## src/include/ldcfg_pkg.sv

```systemverilog
package ldcfg_pkg;

	// ****************************************
	// index locations
	// ****************************************
	localparam logic [7:0] idx_ldn      = 8'h07;
	localparam logic [7:0] idx_activate = 8'h30;
	localparam logic [7:0] idx_base1_hi = 8'h60;
	localparam logic [7:0] idx_base1_lo = 8'h61;
	localparam logic [7:0] idx_base2_hi = 8'h62;
	localparam logic [7:0] idx_base2_lo = 8'h63;
	localparam logic [7:0] idx_irq0     = 8'h70;
	localparam logic [7:0] idx_irq1     = 8'h72;
	localparam logic [7:0] idx_dma      = 8'h74;

	// ****************************************
	// values after reset
	// ****************************************
	localparam logic       rst_activate = 1'b0;
	localparam logic [7:0] rst_index    = 8'h00;
	localparam logic [7:0] rst_ldn      = 8'h00;
	localparam logic [7:0] rst_base     = 8'h00;
	localparam logic [7:0] rst_irq      = 8'h00;
	localparam logic [7:0] rst_dma      = 8'h04;

	// ****************************************
	// logical units and their features
	// ****************************************
	localparam int          num_units      = 16;
	localparam int          ldn_floppy     = 0;
	localparam int          ldn_parallel   = 3;
	localparam int          ldn_serial1    = 4;
	localparam int          ldn_serial2    = 5;
	localparam int          ldn_acpi       = 10;
	localparam logic [15:0] mask_exists    = 16'h05f9;
	localparam logic [15:0] mask_base1     = 16'h0439;
	localparam logic [15:0] mask_base2     = 16'h0060;
	localparam logic [15:0] mask_irq2      = 16'h0080;
	localparam logic [15:0] mask_dma       = 16'h0029;

	// chip-level power-control bit positions
	localparam int pwr_bit_floppy   = 0;
	localparam int pwr_bit_parallel = 3;
	localparam int pwr_bit_serial1  = 4;
	localparam int pwr_bit_serial2  = 5;

	// ****************************************
	// permitted primary base ranges
	// ****************************************
	localparam logic [15:0] std_base_min  = 16'h0100;
	localparam logic [15:0] std_base_max  = 16'h0ff8;
	localparam int          std_align     = 8;
	localparam logic [15:0] pp_base_max   = 16'h0ffc;
	localparam int          pp_align      = 4;
	localparam logic [15:0] acpi_base_min = 16'h0000;
	localparam logic [15:0] acpi_base_max = 16'h0fe7;
	localparam int          acpi_align    = 24;

endpackage

```

## src/logic/base_range_check.sv

```systemverilog
`timescale 1ns/1ps

module base_range_check #(
	parameter logic [15:0] base_min = 16'h0000,
	parameter logic [15:0] base_max = 16'hffff,
	parameter int          align    = 1
) (
	input  wire logic [15:0] base,
	output logic             in_range
);

	// the modulo is by a constant, so it folds into a small decoder
	always_comb begin
		in_range = (base >= base_min) && (base <= base_max) && ((32'(base) % align) == 0);
	end

endmodule // base_range_check

```

## src/logic/unit_bank.sv

```systemverilog
`timescale 1ns/1ps

module unit_bank #(
	parameter bit has_base1   = 1'b0,
	parameter bit has_base2   = 1'b0,
	parameter bit has_irq2    = 1'b0,
	parameter bit has_dma     = 1'b0,
	parameter bit standby_act = 1'b0
) (
	input  wire logic        core_clk,
	input  wire logic        reset_n,
	input  wire logic        standby_reset_n,
	input  wire logic        wr_en,
	input  wire logic [7:0]  wr_index,
	input  wire logic [7:0]  wr_data,
	input  wire logic        pwr_set,
	input  wire logic        pwr_val,
	output logic             act,
	output logic      [15:0] base1,
	output logic      [15:0] base2,
	output logic      [7:0]  irq0,
	output logic      [7:0]  irq1,
	output logic      [7:0]  dma
);

	logic       act_q, act_d;
	logic [7:0] b1h_q, b1h_d, b1l_q, b1l_d;
	logic [7:0] b2h_q, b2h_d, b2l_q, b2l_d;
	logic [7:0] irq0_q, irq0_d, irq1_q, irq1_d, dma_q, dma_d;
	logic       act_rst_n;

	// ****************************************
	// activate bit
	// ****************************************
	// standby-only clear
	assign act_rst_n = standby_act ? standby_reset_n : reset_n;

	always_comb begin
		act_d = act_q;
		if (wr_en && wr_index == ldcfg_pkg::idx_activate) begin
			act_d = wr_data[0];
		end else if (pwr_set) begin
			act_d = pwr_val;
		end
	end

	always_ff @(posedge core_clk or negedge act_rst_n) begin
		if (!act_rst_n) begin
			act_q <= ldcfg_pkg::rst_activate;
		end else begin
			act_q <= act_d;
		end
	end

	// ****************************************
	// base, interrupt and dma selects
	// ****************************************
	always_comb begin
		b1h_d  = b1h_q;
		b1l_d  = b1l_q;
		b2h_d  = b2h_q;
		b2l_d  = b2l_q;
		irq0_d = irq0_q;
		irq1_d = irq1_q;
		dma_d  = dma_q;
		if (wr_en) begin
			case (wr_index)
				ldcfg_pkg::idx_base1_hi: b1h_d = has_base1 ? wr_data : b1h_q;
				ldcfg_pkg::idx_base1_lo: b1l_d = has_base1 ? wr_data : b1l_q;
				ldcfg_pkg::idx_base2_hi: b2h_d = has_base2 ? wr_data : b2h_q;
				ldcfg_pkg::idx_base2_lo: b2l_d = has_base2 ? wr_data : b2l_q;
				ldcfg_pkg::idx_irq0: irq0_d = wr_data;
				ldcfg_pkg::idx_irq1: irq1_d = has_irq2 ? wr_data : irq1_q;
				ldcfg_pkg::idx_dma: dma_d = has_dma ? wr_data : dma_q;
				default: ;
			endcase
		end
	end

	always_ff @(posedge core_clk or negedge reset_n) begin
		if (!reset_n) begin
			b1h_q  <= ldcfg_pkg::rst_base;
			b1l_q  <= ldcfg_pkg::rst_base;
			b2h_q  <= ldcfg_pkg::rst_base;
			b2l_q  <= ldcfg_pkg::rst_base;
			irq0_q <= ldcfg_pkg::rst_irq;
			irq1_q <= ldcfg_pkg::rst_irq;
			dma_q  <= ldcfg_pkg::rst_dma;
		end else begin
			b1h_q  <= b1h_d;
			b1l_q  <= b1l_d;
			b2h_q  <= b2h_d;
			b2l_q  <= b2l_d;
			irq0_q <= irq0_d;
			irq1_q <= irq1_d;
			dma_q  <= dma_d;
		end
	end

	assign base1 = has_base1 ? {b1h_q, b1l_q} : 16'h0000;
	assign base2 = has_base2 ? {b2h_q, b2l_q} : 16'h0000;
	assign irq0  = irq0_q;
	assign irq1  = has_irq2 ? irq1_q : 8'h00;
	assign dma   = has_dma ? dma_q : 8'h00;
	assign act   = act_q;

endmodule // unit_bank

```

## src/logic/logical_device_config_bank.sv

```systemverilog
`timescale 1ns/1ps

//Contract
// - writing activate bit 0 as 1 turns on the selected logical unit.
// - activate bit 0 holding 0 keeps the selected unit inactive.
// - primary base: first index gives bits 15-8, next gives 7-0.
// - second base, where needed, comes from 0x62 high then 0x63 low.
// - base registers a unit does not use ignore writes, read zero.
// - primary interrupt select exists for every unit, resets to zero.
// - secondary interrupt select only for keyboard unit; elsewhere reads zero.
// - interrupts default to edge-triggered active-high signalling.
// - dma select only for floppy, serial 2, parallel; resets to four.
// - second dma select location ignores writes and reads zero.
// - indices 0x31-0x37 and 0x40-0x5f ignore writes, read zero.
// - indices 0x38-0x3f ignore writes, read zero.
// - indices 0x71, 0x73, 0x76-0xdf ignore writes, read zero.
// - unit is active when activate bit or power-control bit set.
// - activate bit and power-control bit are linked both ways.
// - base outside permitted range makes the unit's host accesses ignored.
// - serial port 2 activate clears only on standby power-on reset.
// - logical device number register picks the visible bank.
// - bank access only in configuration state via index then data.
// - irq select zero means no line; low nibble picks level.
module logical_device_config_bank (
	input  wire logic        core_clk,
	input  wire logic        reset_n,
	input  wire logic        standby_reset_n,
	input  wire logic        cfg_state,
	input  wire logic        host_wr,
	input  wire logic        host_rd,
	input  wire logic        host_data_sel,
	input  wire logic [7:0]  host_wdata,
	output logic      [7:0]  host_rdata,
	output logic             host_rvalid,
	input  wire logic        pwr_ctl_wr,
	input  wire logic [7:0]  pwr_ctl_wdata,
	output logic      [7:0]  pwr_ctl_rdata,
	output logic      [15:0] unit_active,
	output logic      [15:0] unit_io_enable,
	output logic      [15:0] unit_irq_enabled,
	output logic      [63:0] unit_irq_level,
	output logic      [47:0] unit_dma_channel
);

	logic [7:0]  index_q;
	logic [7:0]  index_d;
	logic [7:0]  ldn_q;
	logic [7:0]  ldn_d;
	logic [7:0]  rdata_q;
	logic [7:0]  rdata_d;
	logic        rvalid_q;
	logic        rvalid_d;
	logic [7:0]  pwr_q;
	logic [7:0]  pwr_d;
	logic [15:0] active_q;
	logic [15:0] active_d;
	logic [15:0] io_en_q;
	logic [15:0] io_en_d;
	logic [15:0] irq_en_q;
	logic [15:0] irq_en_d;
	logic [63:0] irq_q;
	logic [63:0] irq_d;
	logic [47:0] dma_q;
	logic [47:0] dma_d;

	logic        idx_wr;
	logic        idx_rd;
	logic        data_wr;
	logic        data_rd;
	logic        unit_ok;
	logic [3:0]  unit;
	logic [7:0]  rd_mux;
	logic [15:0] bank_sel;
	logic [15:0] act_w;
	logic [15:0] range_ok_w;
	logic [15:0] pwr_set_w;
	logic [15:0] pwr_val_w;
	logic [15:0] base1_w [16];
	logic [15:0] base2_w [16];
	logic [7:0]  irq0_w [16];
	logic [7:0]  irq1_w [16];
	logic [7:0]  dma_w [16];

	// ****************************************
	// host port decode
	// ****************************************
	// config state gate
	// outside configuration state the ports look dead, so a stray bus cycle cannot disturb a running unit
	always_comb begin
		idx_wr  = 1'b0;
		idx_rd  = 1'b0;
		data_wr = 1'b0;
		data_rd = 1'b0;
		if (cfg_state) begin
			idx_wr  = host_wr & ~host_data_sel;
			idx_rd  = host_rd & ~host_data_sel;
			data_wr = host_wr & host_data_sel;
			data_rd = host_rd & host_data_sel;
		end
	end

	assign unit    = ldn_q[3:0];
	assign unit_ok = (ldn_q[7:4] == 4'h0) && ldcfg_pkg::mask_exists[unit];

	// bank writes only for indices 0x30 and up; lower ones are chip level
	always_comb begin
		bank_sel = 16'h0000;
		if (unit_ok && index_q >= ldcfg_pkg::idx_activate) begin
			bank_sel[unit] = 1'b1;
		end
	end

	// ****************************************
	// per-unit banks
	// ****************************************
	for (genvar g = 0; g < ldcfg_pkg::num_units; g++) begin : g_unit
		localparam bit has_pwr = (g == ldcfg_pkg::ldn_floppy) || (g == ldcfg_pkg::ldn_parallel) ||
			(g == ldcfg_pkg::ldn_serial1) || (g == ldcfg_pkg::ldn_serial2);
		localparam int pwr_pos = (g == ldcfg_pkg::ldn_parallel) ? ldcfg_pkg::pwr_bit_parallel :
			(g == ldcfg_pkg::ldn_serial1) ? ldcfg_pkg::pwr_bit_serial1 :
			(g == ldcfg_pkg::ldn_serial2) ? ldcfg_pkg::pwr_bit_serial2 : ldcfg_pkg::pwr_bit_floppy;

		if (has_pwr) begin : g_pwr
			assign pwr_set_w[g] = pwr_ctl_wr;
			assign pwr_val_w[g] = pwr_ctl_wdata[pwr_pos];
		end else begin : g_nopwr
			assign pwr_set_w[g] = 1'b0;
			assign pwr_val_w[g] = 1'b0;
		end

		if (ldcfg_pkg::mask_exists[g]) begin : g_bank
			unit_bank #(
				.has_base1   (ldcfg_pkg::mask_base1[g]),
				.has_base2   (ldcfg_pkg::mask_base2[g]),
				.has_irq2    (ldcfg_pkg::mask_irq2[g]),
				.has_dma     (ldcfg_pkg::mask_dma[g]),
				.standby_act (g == ldcfg_pkg::ldn_serial2)
			) u_bank (
				.core_clk        (core_clk),
				.reset_n         (reset_n),
				.standby_reset_n (standby_reset_n),
				.wr_en           (data_wr & bank_sel[g]),
				.wr_index        (index_q),
				.wr_data         (host_wdata),
				.pwr_set         (pwr_set_w[g]),
				.pwr_val         (pwr_val_w[g]),
				.act             (act_w[g]),
				.base1           (base1_w[g]),
				.base2           (base2_w[g]),
				.irq0            (irq0_w[g]),
				.irq1            (irq1_w[g]),
				.dma             (dma_w[g])
			);
		end else begin : g_empty
			assign act_w[g]   = 1'b0;
			assign base1_w[g] = 16'h0000;
			assign base2_w[g] = 16'h0000;
			assign irq0_w[g]  = 8'h00;
			assign irq1_w[g]  = 8'h00;
			assign dma_w[g]   = 8'h00;
		end

		// base range check
		// the parallel unit takes the looser four-byte window; its eight-byte modes are its own concern
		if (ldcfg_pkg::mask_base1[g]) begin : g_range
			localparam logic [15:0] rng_min   = (g == ldcfg_pkg::ldn_acpi) ? ldcfg_pkg::acpi_base_min :
				ldcfg_pkg::std_base_min;
			localparam logic [15:0] rng_max   = (g == ldcfg_pkg::ldn_acpi) ? ldcfg_pkg::acpi_base_max :
				(g == ldcfg_pkg::ldn_parallel) ? ldcfg_pkg::pp_base_max :
				ldcfg_pkg::std_base_max;
			localparam int          rng_align = (g == ldcfg_pkg::ldn_acpi) ? ldcfg_pkg::acpi_align :
				(g == ldcfg_pkg::ldn_parallel) ? ldcfg_pkg::pp_align :
				ldcfg_pkg::std_align;

			base_range_check #(
				.base_min (rng_min),
				.base_max (rng_max),
				.align    (rng_align)
			) u_range (
				.base     (base1_w[g]),
				.in_range (range_ok_w[g])
			);
		end else begin : g_fixed
			// units at fixed addresses have nothing to misprogram
			assign range_ok_w[g] = 1'b1;
		end
	end

	// ****************************************
	// read mux
	// ****************************************
	always_comb begin
		rd_mux = 8'h00;
		case (index_q)
			ldcfg_pkg::idx_ldn: rd_mux = ldn_q;
			ldcfg_pkg::idx_activate: rd_mux = {7'h00, act_w[unit]};
			ldcfg_pkg::idx_base1_hi: rd_mux = base1_w[unit][15:8];
			ldcfg_pkg::idx_base1_lo: rd_mux = base1_w[unit][7:0];
			ldcfg_pkg::idx_base2_hi: rd_mux = base2_w[unit][15:8];
			ldcfg_pkg::idx_base2_lo: rd_mux = base2_w[unit][7:0];
			ldcfg_pkg::idx_irq0: rd_mux = irq0_w[unit];
			ldcfg_pkg::idx_irq1: rd_mux = irq1_w[unit];
			ldcfg_pkg::idx_dma: rd_mux = dma_w[unit];
			default: rd_mux = 8'h00;
		endcase
		// an absent unit answers zero everywhere above the chip-level block
		if (!unit_ok && index_q != ldcfg_pkg::idx_ldn) begin
			rd_mux = 8'h00;
		end
	end

	// ****************************************
	// host port registers
	// ****************************************
	always_comb begin
		index_d = index_q;
		if (idx_wr) begin
			index_d = host_wdata;
		end
		// the number is kept even when it names an absent unit, so the host can read back its mistake
		ldn_d = ldn_q;
		if (data_wr && index_q == ldcfg_pkg::idx_ldn) begin
			ldn_d = host_wdata;
		end
		rvalid_d = idx_rd | data_rd;
		// read data holds between reads so a slow host may sample late
		rdata_d  = rdata_q;
		if (idx_rd) begin
			rdata_d = index_q;
		end else if (data_rd) begin
			rdata_d = rd_mux;
		end
	end

	always_ff @(posedge core_clk or negedge reset_n) begin
		if (!reset_n) begin
			index_q  <= ldcfg_pkg::rst_index;
			ldn_q    <= ldcfg_pkg::rst_ldn;
			rdata_q  <= 8'h00;
			rvalid_q <= 1'b0;
		end else begin
			index_q  <= index_d;
			ldn_q    <= ldn_d;
			rdata_q  <= rdata_d;
			rvalid_q <= rvalid_d;
		end
	end

	// ****************************************
	// unit view registers
	// ****************************************
	// every view lags the bank by one edge, so all of them move together
	always_comb begin
		pwr_d = 8'h00;
		pwr_d[ldcfg_pkg::pwr_bit_floppy]   = act_w[ldcfg_pkg::ldn_floppy];
		pwr_d[ldcfg_pkg::pwr_bit_parallel] = act_w[ldcfg_pkg::ldn_parallel];
		pwr_d[ldcfg_pkg::pwr_bit_serial1]  = act_w[ldcfg_pkg::ldn_serial1];
		pwr_d[ldcfg_pkg::pwr_bit_serial2]  = act_w[ldcfg_pkg::ldn_serial2];
		active_d = act_w;
		io_en_d = act_w & range_ok_w;
		for (int i = 0; i < ldcfg_pkg::num_units; i++) begin
			irq_d[i*4 +: 4] = irq0_w[i][3:0];
			irq_en_d[i]     = act_w[i] & (irq0_w[i][3:0] != 4'h0);
			dma_d[i*3 +: 3] = dma_w[i][2:0];
		end
	end

	always_ff @(posedge core_clk or negedge reset_n) begin
		if (!reset_n) begin
			pwr_q    <= 8'h00;
			active_q <= 16'h0000;
			io_en_q  <= 16'h0000;
			irq_en_q <= 16'h0000;
			irq_q    <= 64'h0000_0000_0000_0000;
			dma_q    <= 48'h0000_0000_0000;
		end else begin
			pwr_q    <= pwr_d;
			active_q <= active_d;
			io_en_q  <= io_en_d;
			irq_en_q <= irq_en_d;
			irq_q    <= irq_d;
			dma_q    <= dma_d;
		end
	end

	// ****************************************
	// outputs
	// ****************************************
	assign host_rdata       = rdata_q;
	assign host_rvalid      = rvalid_q;
	assign pwr_ctl_rdata    = pwr_q;
	assign unit_active      = active_q;
	assign unit_io_enable   = io_en_q;
	assign unit_irq_enabled = irq_en_q;
	assign unit_irq_level   = irq_q;
	assign unit_dma_channel = dma_q;

endmodule // logical_device_config_bank

```

## config.mk

```make
export PLATFORM = sky130hd
export DESIGN_NAME = logical_device_config_bank
export DESIGN_NICKNAME = d
export VERILOG_FILES = /design/src/include/ldcfg_pkg.sv /design/src/logic/base_range_check.sv /design/src/logic/unit_bank.sv /design/src/logic/logical_device_config_bank.sv
export SDC_FILE = /design/constraint.sdc
export NUM_CORES = 1
export LEC_CHECK = 0
export ABC_AREA = 0
export BUFFER_PORTS_ARGS = -buffer_cell sky130_fd_sc_hd__buf_2
export CAP_MARGIN = 20
export CELL_PAD_IN_SITES_DETAIL_PLACEMENT = 0
export CELL_PAD_IN_SITES_GLOBAL_PLACEMENT = 1
export CORE_ASPECT_RATIO = 0.5
export CORE_MARGIN = 4
export CORE_UTILIZATION = 45
export DETAILED_ROUTE_END_ITERATION = 16
export GPL_ROUTABILITY_DRIVEN = 0
export PLACE_DENSITY = 0.76
export SYNTH_ARGS = -nofsm -noshare
export SYNTH_HDL_FRONTEND = slang
export SYNTH_SLANG_ARGS = --single-unit
```

## constraint.sdc

```tcl
create_clock -name core_clk -period 8.26 [get_ports core_clk]
set_clock_uncertainty 0.15 [all_clocks]
set_input_delay 1.652 -clock core_clk [delete_from_list [all_inputs] [get_ports core_clk]]
set_output_delay 1.652 -clock core_clk [all_outputs]
set_load 0.02 [all_outputs]
```

==> impl_metrics.csv, run 1 <==
group,metric,value,unit
global_routing,grt_use_total,21.29,%
setup_path,critical_path_class,"reg2reg",
placement,post-place-cells,1774,
global_routing,grt_pass1_vias,10692,
clock_network,clk_pin_slew,0.06,ns
synth,ys.flop_type,"dfrtp_1",
global_routing,grt_antenna_before_repair,0,
die,num_rows,47,
routing,drt_wl_total,39.60,mm
cells_and_area,nNetsFinal,1393,
placement,io_buffers,97,
status,status,"finished clean",
die,die_h,137.8,µm
synth,postSynthAreaPerCell,11.45,µm²
placement,hpwl,26.32,mm
global_routing,grt_pass1_wl,61.91,mm
cells_and_area,nFillCells,2957,
min_path,hold_path.startpoint,"g_unit[0].g_bank.u_bank.dma[1]",
synth,synth-edff-count,0,
routing,vias,10663,
clock_network,cts_resized,0,
synth,ys_seq_area_share,50.04,%
flow_run,cap_viol_max_count,0,
synth,async_reset_ff_share,100.0,%
clock_network,clkSinkCount,303,
timing,period_share,61.48,%
setup_path,rrSetupSlack,3.18,ns
clock_network,clockRootBuffer,"clkbuf_16",
clock_network,clk_latency,0.54,ns
die,die_w,267.6,µm
cells_and_area,area_delta_synth_final,9.169,%
setup_path,cp-start-kind,"flip-flop",
routing,avgRoutedWirePerCell,21.70,µm
die,core_area,33170,µm²
timing,tightest_slew,1.228,ns
synth,yosysWarnings,0,
clock_network,post_cts_buffers,0,
routing,viasPerCell,5.843,
global_routing,overflow,0,
routing,drt_iter0_drc,897,
cells_and_area,antenna_cells,0,
setup_path,timing.rr.start,"g_unit[10].g_bank.u_bank.b1h_q[7]",
setup_path,cp-end-kind,"flip-flop",
synth,yosys.area.top_type,"dfrtp_1",
pwr,leakage,7.832,nW
synth,yosysTopAreaCellShare,49.52,%
clock_network,cts_tree,"yes",
setup_path,arrival,5.40,ns
routing,ant_nets,0,
cells_and_area,drive_above_1_share,29.84,%
timing,finalMaxSlewViolations,0,
min_path,hold_depth,0,
setup_path,cp_data_required_time,8.58,ns
synth,synthCells,1324,
die,start_util,45.71,%
pwr,p_total,3.227,mW
global_routing,grt_max_degree,188,
cells_and_area,layout.cells.non_filler,1825,
synth,syn_area,15160,µm²
die,io_pins,201,
synth,ys_ff_latch,303,
timing,max_freq,196.9,MHz
setup_path,r2r-end,"unit_io_enable[10]",
timing,timing_hold_violations_final,0,
pwr,power_density,195.0,nW/µm²
setup_path,reg2regPathDepth,15,
die,die_area,36870,µm²
synth,ys_types,84,
clock_network,htreeDepth,1,
synth,ys_top_cells_by_area,"dfrtp_1 (50%), mux2_2 (17%), buf_4 (5.3%)",
timing,rsz0062_at_grt,"false",
routing,dr.pass1.iters,6,
timing,min_period,5.078,ns
min_path,hold_end,"unit_dma_channel[1]",
setup_path,critPathMaxFanout,18,
min_path,hold_class,"reg2reg",
setup_path,startpoint,"g_unit[10].g_bank.u_bank.b1h_q[7]",
timing,finalSetupTns,0,ns
timing,finalSetupViolCount,0,
clock_network,cts_inserted_buffers,29,
routing,drcViolationCount,0,
clock_network,postCtsHoldBufs,0,
clock_network,clock_tree.buffer_depth,3,
timing,slew_headroom,17.06,%
pwr,ir_worst_vdd,0.1529,mV
-- cell usage in the layout, fill, tap and decap left out, types with 7 or more instances in the layout --
master | synthesis | final
a211oi_1 | 8 | 8
a221oi_1 | 14 | 14
a22oi_1 | 40 | 40
a21oi_1 | 59 | 59
nand2_1 | 50 | 50
o41a_1 | 8 | 8
mux2_2 | 223 | 223
o21ai_0 | 55 | 55
mux4_2 | 9 | 9
nand3_1 | 25 | 25
nand3b_1 | 9 | 9
buf_2 | 5 | 96
nor3_1 | 23 | 23
nor3b_1 | 8 | 8
mux2i_1 | 27 | 27
o22ai_1 | 18 | 18
dfrtp_1 | 300 | 300
or2_2 | 9 | 9
nor4_1 | 12 | 12
buf_4 | 108 | 7
clkbuf_16 | 0 | 29
conb_1 | 1 | 99
inv_1 | 12 | 12
nor2_1 | 84 | 82
o211ai_1 | 9 | 9
-- how the worst max path moves through the flow --
stage	to	cells past startpoint
after floorplan	unit_io_enable[10]	17
after CTS	unit_io_enable[10]	15
after detailed placement	unit_io_enable[10]	15
final	unit_io_enable[10]	15
after global routing	unit_io_enable[10]	15
after global placement	unit_io_enable[10]	15
-- report_power, final --
part / switching, mW / total (mW) / internal (mW) / leakage, nW
sequential: 0.0320 / 1.54 / 1.51 / 4.14
clock: 0.556 / 1.44 / 0.886 / 0.506
combinational: 0.183 / 0.243 / 0.0607 / 3.18
-- synthesized netlist by cell type, drive strengths merged, types with 12 or more instances --
cell type  number
nor3           23
mux2i          27
nor4           13
nand3          25
inv            12
o22ai          18
nor2           84
a22oi          40
dfrtp         300
clkbuf         68
a221oi         14
nand2          50
mux2          223
buf           126
o21ai          57
a21oi          60
-- critical path, stage by stage, from the launching register on --
cell and delay [ns]:
dfrtp_1 0.68, ha_1 0.37, nand3b_1 0.23, and2_1 0.23, nor3_1 0.20, a221o_1 0.46, a21boi_1 0.37, a21oi_1 0.11
a221o_1 0.41, a21oi_1 0.27, nor3_1 0.09, o32a_1 0.35, nand2b_1 0.27, a311o_1 0.32, a2111oi_2 0.30, o311a_1 0.18
-- logic make-up (layout without fill, tap and decap cells) --
logic type,Yosys count,after routing,share of synthesized area [%]
simple gates,270,270,9.095
fa+ha+maj,5,5,0.4126
mux,259,259,19.68
flops,303,303,50.04
compound gates,279,279,12.86
other cells,1,99,0.02473
buf+inv,207,169,7.890
-- sequential cells by signal (all words and copies together) (netlist names), 9 cells and up --
| register | cells |
|---|---|
| g_unit.g_bank.u_bank.irq0 | 64 |
| g_unit.g_bank.u_bank.b1h_q | 40 |
| g_unit.g_bank.u_bank.b1l_q | 40 |
| unit_irq_level | 32 |
| g_unit.g_bank.u_bank.dma | 24 |
| g_unit.g_bank.u_bank.b2h_q | 16 |
| g_unit.g_bank.u_bank.b2l_q | 16 |
| unit_dma_channel | 9 |
-- per-layer routing --
| layer | vias up | track usage [%] | share of wire [%] |
|---|---|---|---|
| met5 | - | 0 | 0 |
| met4 | 0 | 3.585 | 1.5 |
| met3 | 44 | 3.605 | 6.6 |
| met2 | 366 | 34.73 | 47 |
| met1 | 5512 | 30.62 | 45 |
| li1 | 4741 | - | - |
-- stage by stage --
stage          setup WS (ns)  hold WS [ns]  cell area [µm²]  util [%]
6_report               3.182        0.2558            16550     49.90
4_1_cts                3.226        0.2623            16550     49.90
2_1_floorplan          3.996        0.2205            15530         -
5_1_grt                2.782        0.2629            16550     49.90
3_3_place_gp           3.426        0.2394            15510     46.77
3_5_place_dp           3.248        0.2404            15510     46.77
-- final cells by class --
class | instances | area [µm²] | area share (%)
clock buffers | 41 | 830.8 | 5.020
inverters | 13 | 48.80 | 0.2948
clock inverters | 10 | 209.0 | 1.262
repair buffers | 105 | 568.0 | 3.432
flip-flops and latches | 303 | 7586 | 45.83
multi-input cells | 912 | 6756 | 40.82
well taps | 441 | 551.8 | 3.334
(Power assumes the default switching activity.)
==> inputs of run 2 (changes only) <==
--- a/config.mk
+++ b/config.mk
@@ -12,10 +12,10 @@
 export CELL_PAD_IN_SITES_GLOBAL_PLACEMENT = 1
 export CORE_ASPECT_RATIO = 0.5
 export CORE_MARGIN = 4
-export CORE_UTILIZATION = 45
+export CORE_UTILIZATION = 42
 export DETAILED_ROUTE_END_ITERATION = 16
 export GPL_ROUTABILITY_DRIVEN = 0
-export PLACE_DENSITY = 0.76
+export PLACE_DENSITY = 0.75
 export SYNTH_ARGS = -nofsm -noshare
 export SYNTH_HDL_FRONTEND = slang
 export SYNTH_SLANG_ARGS = --single-unit
==> constraint.sdc (replaced) <==
create_clock -name core_clk -period 4.1 [get_ports core_clk]
set_clock_uncertainty 0.15 [all_clocks]
set_input_delay 0.82 -clock core_clk [delete_from_list [all_inputs] [get_ports core_clk]]
set_output_delay 0.82 -clock core_clk [all_outputs]
set_load 0.02 [all_outputs]
==> impl_metrics.csv, run 2 (synthesized netlist as in run 1, its figures left out) <==
group,metric,value,unit
clock_network,clk_pin_slew,0.07,ns
global_routing,grt_pass1_vias,10868,
timing,timing_hold_violations_final,0,
die,num_rows,48,
setup_path,cp_data_required_time,4.46,ns
cells_and_area,nNetsFinal,1465,
timing,max_freq,235.9,MHz
timing,tightest_slew,0.9580,ns
timing,min_period,4.239,ns
timing,period_share,103.4,%
global_routing,use_met2,32.55,%
cells_and_area,largest_reg_flops,64,
cells_and_area,nFillCells,3105,
placement,dpl_worst_slack,-0.1726,ns
clock_network,htreeDepth,1,
pwr,leakage,8.248,nW
setup_path,critical_path_class,"reg2reg",
setup_path,reg2regPathDepth,14,
cells_and_area,area_delta_synth_final,14.22,%
global_routing,grt_antenna_before_repair,1,
die,io_pins,201,
timing,finalSetupViolCount,1,
clock_network,cts_inserted_buffers,30,
flow_run,cap_viol_max_count,0,
timing,slew_headroom,35.33,%
die,die_w,276.7,µm
routing,avgRoutedWirePerCell,21.58,µm
status,status,"finished with violations",
die,core_area,35010,µm²
pwr,power_density,388.3,nW/µm²
setup_path,critPathMaxFanout,17,
routing,drt_wl_total,41.78,mm
global_routing,grt_max_degree,96,
cells_and_area,final_common_cell,"dfrtp_1",
cells_and_area,drive_above_1_share,34.73,%
status,failed_checks,"negative setup slack",
global_routing,met3_usage,3.819,%
routing,viasPerCell,5.704,
routing,ant_nets,0,
placement,io_buffers,97,
routing,dr.pass1.iters,5,
timing,finalMaxSlewViolations,0,
setup_path,arrival,4.60,ns
routing,drcViolationCount,0,
routing,vias,11043,
global_routing,busiest_layer,"met2",
global_routing,grt_use_total,20.57,%
setup_path,cp-end-kind,"flip-flop",
clock_network,clockRootBuffer,"clkbuf_16",
placement,hpwl,28.78,mm
setup_path,cp-start-kind,"flip-flop",
timing,rsz0062_at_grt,"true",
die,die_h,142.3,µm
clock_network,clk_latency,0.57,ns
global_routing,overflow,0,
timing,worst_slack,-0.1391,ns
die,start_util,43.30,%
timing,finalSetupTns,-0.1391,ns
min_path,hold_class,"in2async",
cells_and_area,final_cell_mix,"dfrtp_1 (300), mux2_2 (223), conb_1 (99)",
clock_network,cts_tree,"yes",
global_routing,use_met1,29.73,%
die,die_area,39390,µm²
clock_network,clkSinkCount,303,
clock_network,clock_tree.buffer_depth,3,
pwr,p_total,6.723,mW
routing,drt_iter0_drc,849,
global_routing,grt_pass1_wl,64.43,mm
pwr,ir_worst_vdd,0.2982,mV
## run 2: cell count changes in the layout (fill, tap and decap cells not counted), sizes merged
cell,change
buf,+70
bufinv,+1
clkbuf,-4
clkinv,+6
clkinvlp,+3
diode,+1
dlygate4sd3,+1
inv,-1
## run 2: critical path, cell delays in order (launching register included)
cell       delay, ns
dfrtp_1         0.38
buf_4           0.19
or3b_1          0.40
o31a_1          0.16
and3_1          0.24
o32ai_1         0.45
nor3_2          0.12
a221o_1         0.46
a211oi_2        0.29
o21ai_2         0.10
a22o_4          0.26
a22o_1          0.17
a311o_1         0.33
a2111oi_2       0.30
o311a_1         0.18
## run 2: final timing paths
kind,startpoint,endpoint,slack (ns)
worst max-delay path,g_unit[10].g_bank.u_bank.b1h_q[7],unit_io_enable[10],-0.14
min in group core_clk,g_unit[5].g_bank.u_bank.dma[0],unit_dma_channel[15],0.24
worst max register to register,g_unit[10].g_bank.u_bank.b1h_q[7],unit_io_enable[10],-0.14
worst min register to register,g_unit[5].g_bank.u_bank.dma[0],unit_dma_channel[15],0.24
worst min-delay path,reset_n,unit_irq_level[26],0.13
max in group asynchronous,reset_n,g_unit[0].g_bank.u_bank.irq0[3],2.77
## run 2: area by class of cell
| class | count | area, µm² | share of cell area [%] |
|---|---|---|---|
| Clock buffer | 37 | 837.1 | 4.834 |
| Antenna cell | 1 | 2.502 | 0.01445 |
| Inverter | 13 | 48.80 | 0.2818 |
| Clock inverter | 19 | 302.8 | 1.749 |
| Timing Repair Buffer | 176 | 1129 | 6.517 |
| Multi-Input combinational cell | 912 | 6817 | 39.36 |
| Tap cell | 475 | 594.3 | 3.432 |
| Sequential cell | 303 | 7586 | 43.81 |
## run 2: report_power, final
| group | switching (mW) | total (mW) | internal [mW] |
|---|---|---|---|
| clock network | 1.20 | 3.10 | 1.90 |
| logic | 0.377 | 0.509 | 0.132 |
| registers | 0.0701 | 3.11 | 3.04 |
## run 2: repair_timing
action                                 in CTS  in global routing
buffers inserted                            1                  2
hold buffers                                1                  0
pin swaps                                   8                  6
endpoints found under the hold margin       1                  0
gates resized for setup                     8                  9
setup endpoints to repair                   1                  1
## run 2: layer usage
metal / routed length, µm / vias to the layer above
li1: - / 4889
met4: 932 / 0
met5: 0 / -
met3: 3278 / 68
met2: 19070 / 443
met1: 18500 / 5643
## run 2: per-stage QoR
stage / cell area [µm²] / instances / util [%] / hold slack [ns]
after floorplan: 15530 / 1422 / - / 0.2205
after global placement: 16060 / 1873 / 45.87 / 0.2358
after detailed placement: 16070 / 1874 / 45.89 / 0.2351
after CTS: 17250 / 1932 / 49.27 / 0.1563
after global routing: 17310 / 1935 / 49.45 / 0.1708
final: 17320 / 1936 / 49.46 / 0.1318
==> inputs of run 3 (changes only) <==
--- a/config.mk
+++ b/config.mk
@@ -6,7 +6,7 @@
 export NUM_CORES = 1
 export LEC_CHECK = 0
 export ABC_AREA = 0
-export BUFFER_PORTS_ARGS = -buffer_cell sky130_fd_sc_hd__buf_2
+export BUFFER_PORTS_ARGS = -buffer_cell sky130_fd_sc_hd__clkbuf_2
 export CAP_MARGIN = 20
 export CELL_PAD_IN_SITES_DETAIL_PLACEMENT = 0
 export CELL_PAD_IN_SITES_GLOBAL_PLACEMENT = 1
==> impl_metrics.csv, run 3 (synthesized netlist as in run 1, its figures left out) <==
group,metric,value,unit
pwr,power_density,378.0,nW/µm²
global_routing,grt_pass1_vias,10954,
global_routing,busiest_layer,"met2",
setup_path,arrival,4.66,ns
routing,vias,11037,
routing,viasPerCell,5.669,
die,core_area,35010,µm²
clock_network,clockRootBuffer,"clkbuf_16",
placement,io_buffers,97,
pwr,leakage,8.239,nW
global_routing,grt_max_degree,99,
global_routing,grt_use_total,20.53,%
pwr,ir_worst_vdd,0.3206,mV
global_routing,use_met2,33.02,%
die,die_area,39390,µm²
clock_network,cts_inserted_buffers,30,
timing,holdWs,0.1355,ns
timing,finalSetupTns,-0.2193,ns
die,die_w,276.7,µm
timing,slew_headroom,23.93,%
status,failed_checks,"negative setup slack",
routing,dr.pass1.iters,6,
timing,worst_slack,-0.2193,ns
cells_and_area,nNetsFinal,1476,
timing,finalMaxSlewViolations,0,
cells_and_area,area_delta_synth_final,14.71,%
timing,rsz0062_at_grt,"true",
cells_and_area,nFillCells,3126,
cells_and_area,multi_input_area,6878,µm²
flow_run,cap_viol_max_count,0,
pwr,p_total,6.574,mW
setup_path,cp_data_required_time,4.44,ns
cells_and_area,drive_above_1_share,35.35,%
timing,max_freq,231.5,MHz
clock_network,clkSinkCount,303,
routing,drt_iter0_drc,884,
routing,drcViolationCount,0,
die,die_h,142.3,µm
setup_path,critical_path_class,"reg2reg",
timing,timing_hold_violations_final,0,
setup_path,cp-end-kind,"flip-flop",
global_routing,met3_usage,3.950,%
clock_network,htreeDepth,1,
placement,dpl_worst_slack,-0.1632,ns
clock_network,clock_tree.buffer_depth,3,
min_path,hold_class,"in2async",
die,start_util,43.30,%
cells_and_area,final_cell_mix,"dfrtp_1 (300), mux2_2 (223), conb_1 (99)",
cells_and_area,largest_reg_flops,64,
timing,tightest_slew,1.140,ns
placement,hpwl,28.93,mm
routing,avgRoutedWirePerCell,21.41,µm
status,status,"finished with violations",
routing,ant_nets,0,
global_routing,use_met1,29.14,%
die,num_rows,48,
setup_path,cp-start-kind,"flip-flop",
global_routing,grt_antenna_before_repair,2,
die,io_pins,201,
clock_network,cts_tree,"yes",
global_routing,grt_pass1_wl,64.34,mm
global_routing,overflow,0,
timing,finalSetupViolCount,1,
timing,period_share,105.3,%
timing,min_period,4.319,ns
cells_and_area,regArea,7586,µm²
clock_network,clk_pin_slew,0.06,ns
cells_and_area,final_common_cell,"dfrtp_1",
clock_network,clk_latency,0.56,ns
routing,drt_wl_total,41.68,mm
setup_path,critPathMaxFanout,4,
cells_and_area,final_util,49.67,%
[run 3: cell count changes in the layout (fill, tap and decap cells not counted), moves of 4 or more]
cell / delta
buf_2: -96
buf_4: +10
clkbuf_1: +4
clkbuf_2: +96
[run 3: through the flow]
| stage | cell area [µm²] | cells |
|---|---|---|
| finish | 17390 | 1947 |
| global route | 17390 | 1946 |
| global placement | 16080 | 1877 |
| detailed placement | 16080 | 1877 |
| floorplan | 15530 | 1422 |
| CTS | 17190 | 1936 |
[run 3: worst paths after layout]
| kind | start | end | slack [ns] | depth (start not counted) |
|---|---|---|---|---|
| worst min register to register | g_unit[3].g_bank.u_bank.dma[0] | unit_dma_channel[9] | 0.25 | 0 |
| worst min-delay path | reset_n | unit_irq_level[26] | 0.14 | 1 |
| worst max register to register | g_unit[10].g_bank.u_bank.b1h_q[6] | unit_io_enable[10] | -0.22 | 15 |
| worst max-delay path | g_unit[10].g_bank.u_bank.b1h_q[6] | unit_io_enable[10] | -0.22 | 15 |
| max in group asynchronous | reset_n | g_unit[10].g_bank.u_bank.b1h_q[5] | 2.71 | 2 |
| min in group core_clk | g_unit[3].g_bank.u_bank.dma[0] | unit_dma_channel[9] | 0.25 | 0 |
[run 3: area by class of cell]
cell class / count / share of cell area, %
sequential: 303 / 43.62
inverter: 13 / 0.2806
clock buffer: 41 / 4.964
multi-input combinational: 912 / 39.55
timing repair buffer: 187 / 6.935
antenna: 1 / 0.01439
tap: 475 / 3.417
clock inverter: 15 / 1.223
[run 3: metal layers]
layer,up-vias,routed length (µm)
li1,4912,-
met4,2,954
met1,5632,18550
met5,-,13
met2,419,19160
met3,72,2999
[run 3: repair_timing]
item / 4_1_cts / 5_1_grt
buffers inserted: 2 / 9
hold endpoints to repair: 1 / 0
pin swaps: 5 / 25
hold buffers: 1 / 0
gates resized for setup: 3 / 26
setup endpoints to repair: 1 / 1
[run 3: worst max-delay path: stages (launching register included)]
cell,delay (ns)
dfrtp_1,0.41
ha_4,0.25
nand3b_1,0.19
o21bai_4,0.21
a41o_1,0.27
a211oi_2,0.30
o211ai_2,0.17
a21o_1,0.22
a221o_1,0.40
a211oi_2,0.28
o21ai_2,0.12
a22o_4,0.25
a22o_1,0.17
a311o_1,0.28
a2111oi_2,0.37
o311a_1,0.21
[run 3: where the power goes]
group          total, mW  leakage (nW)  internal (mW)  switching, mW
Sequential          3.11          4.14           3.04         0.0689
Clock               2.95         0.527           1.79           1.16
Combinational      0.510          3.57          0.132          0.379
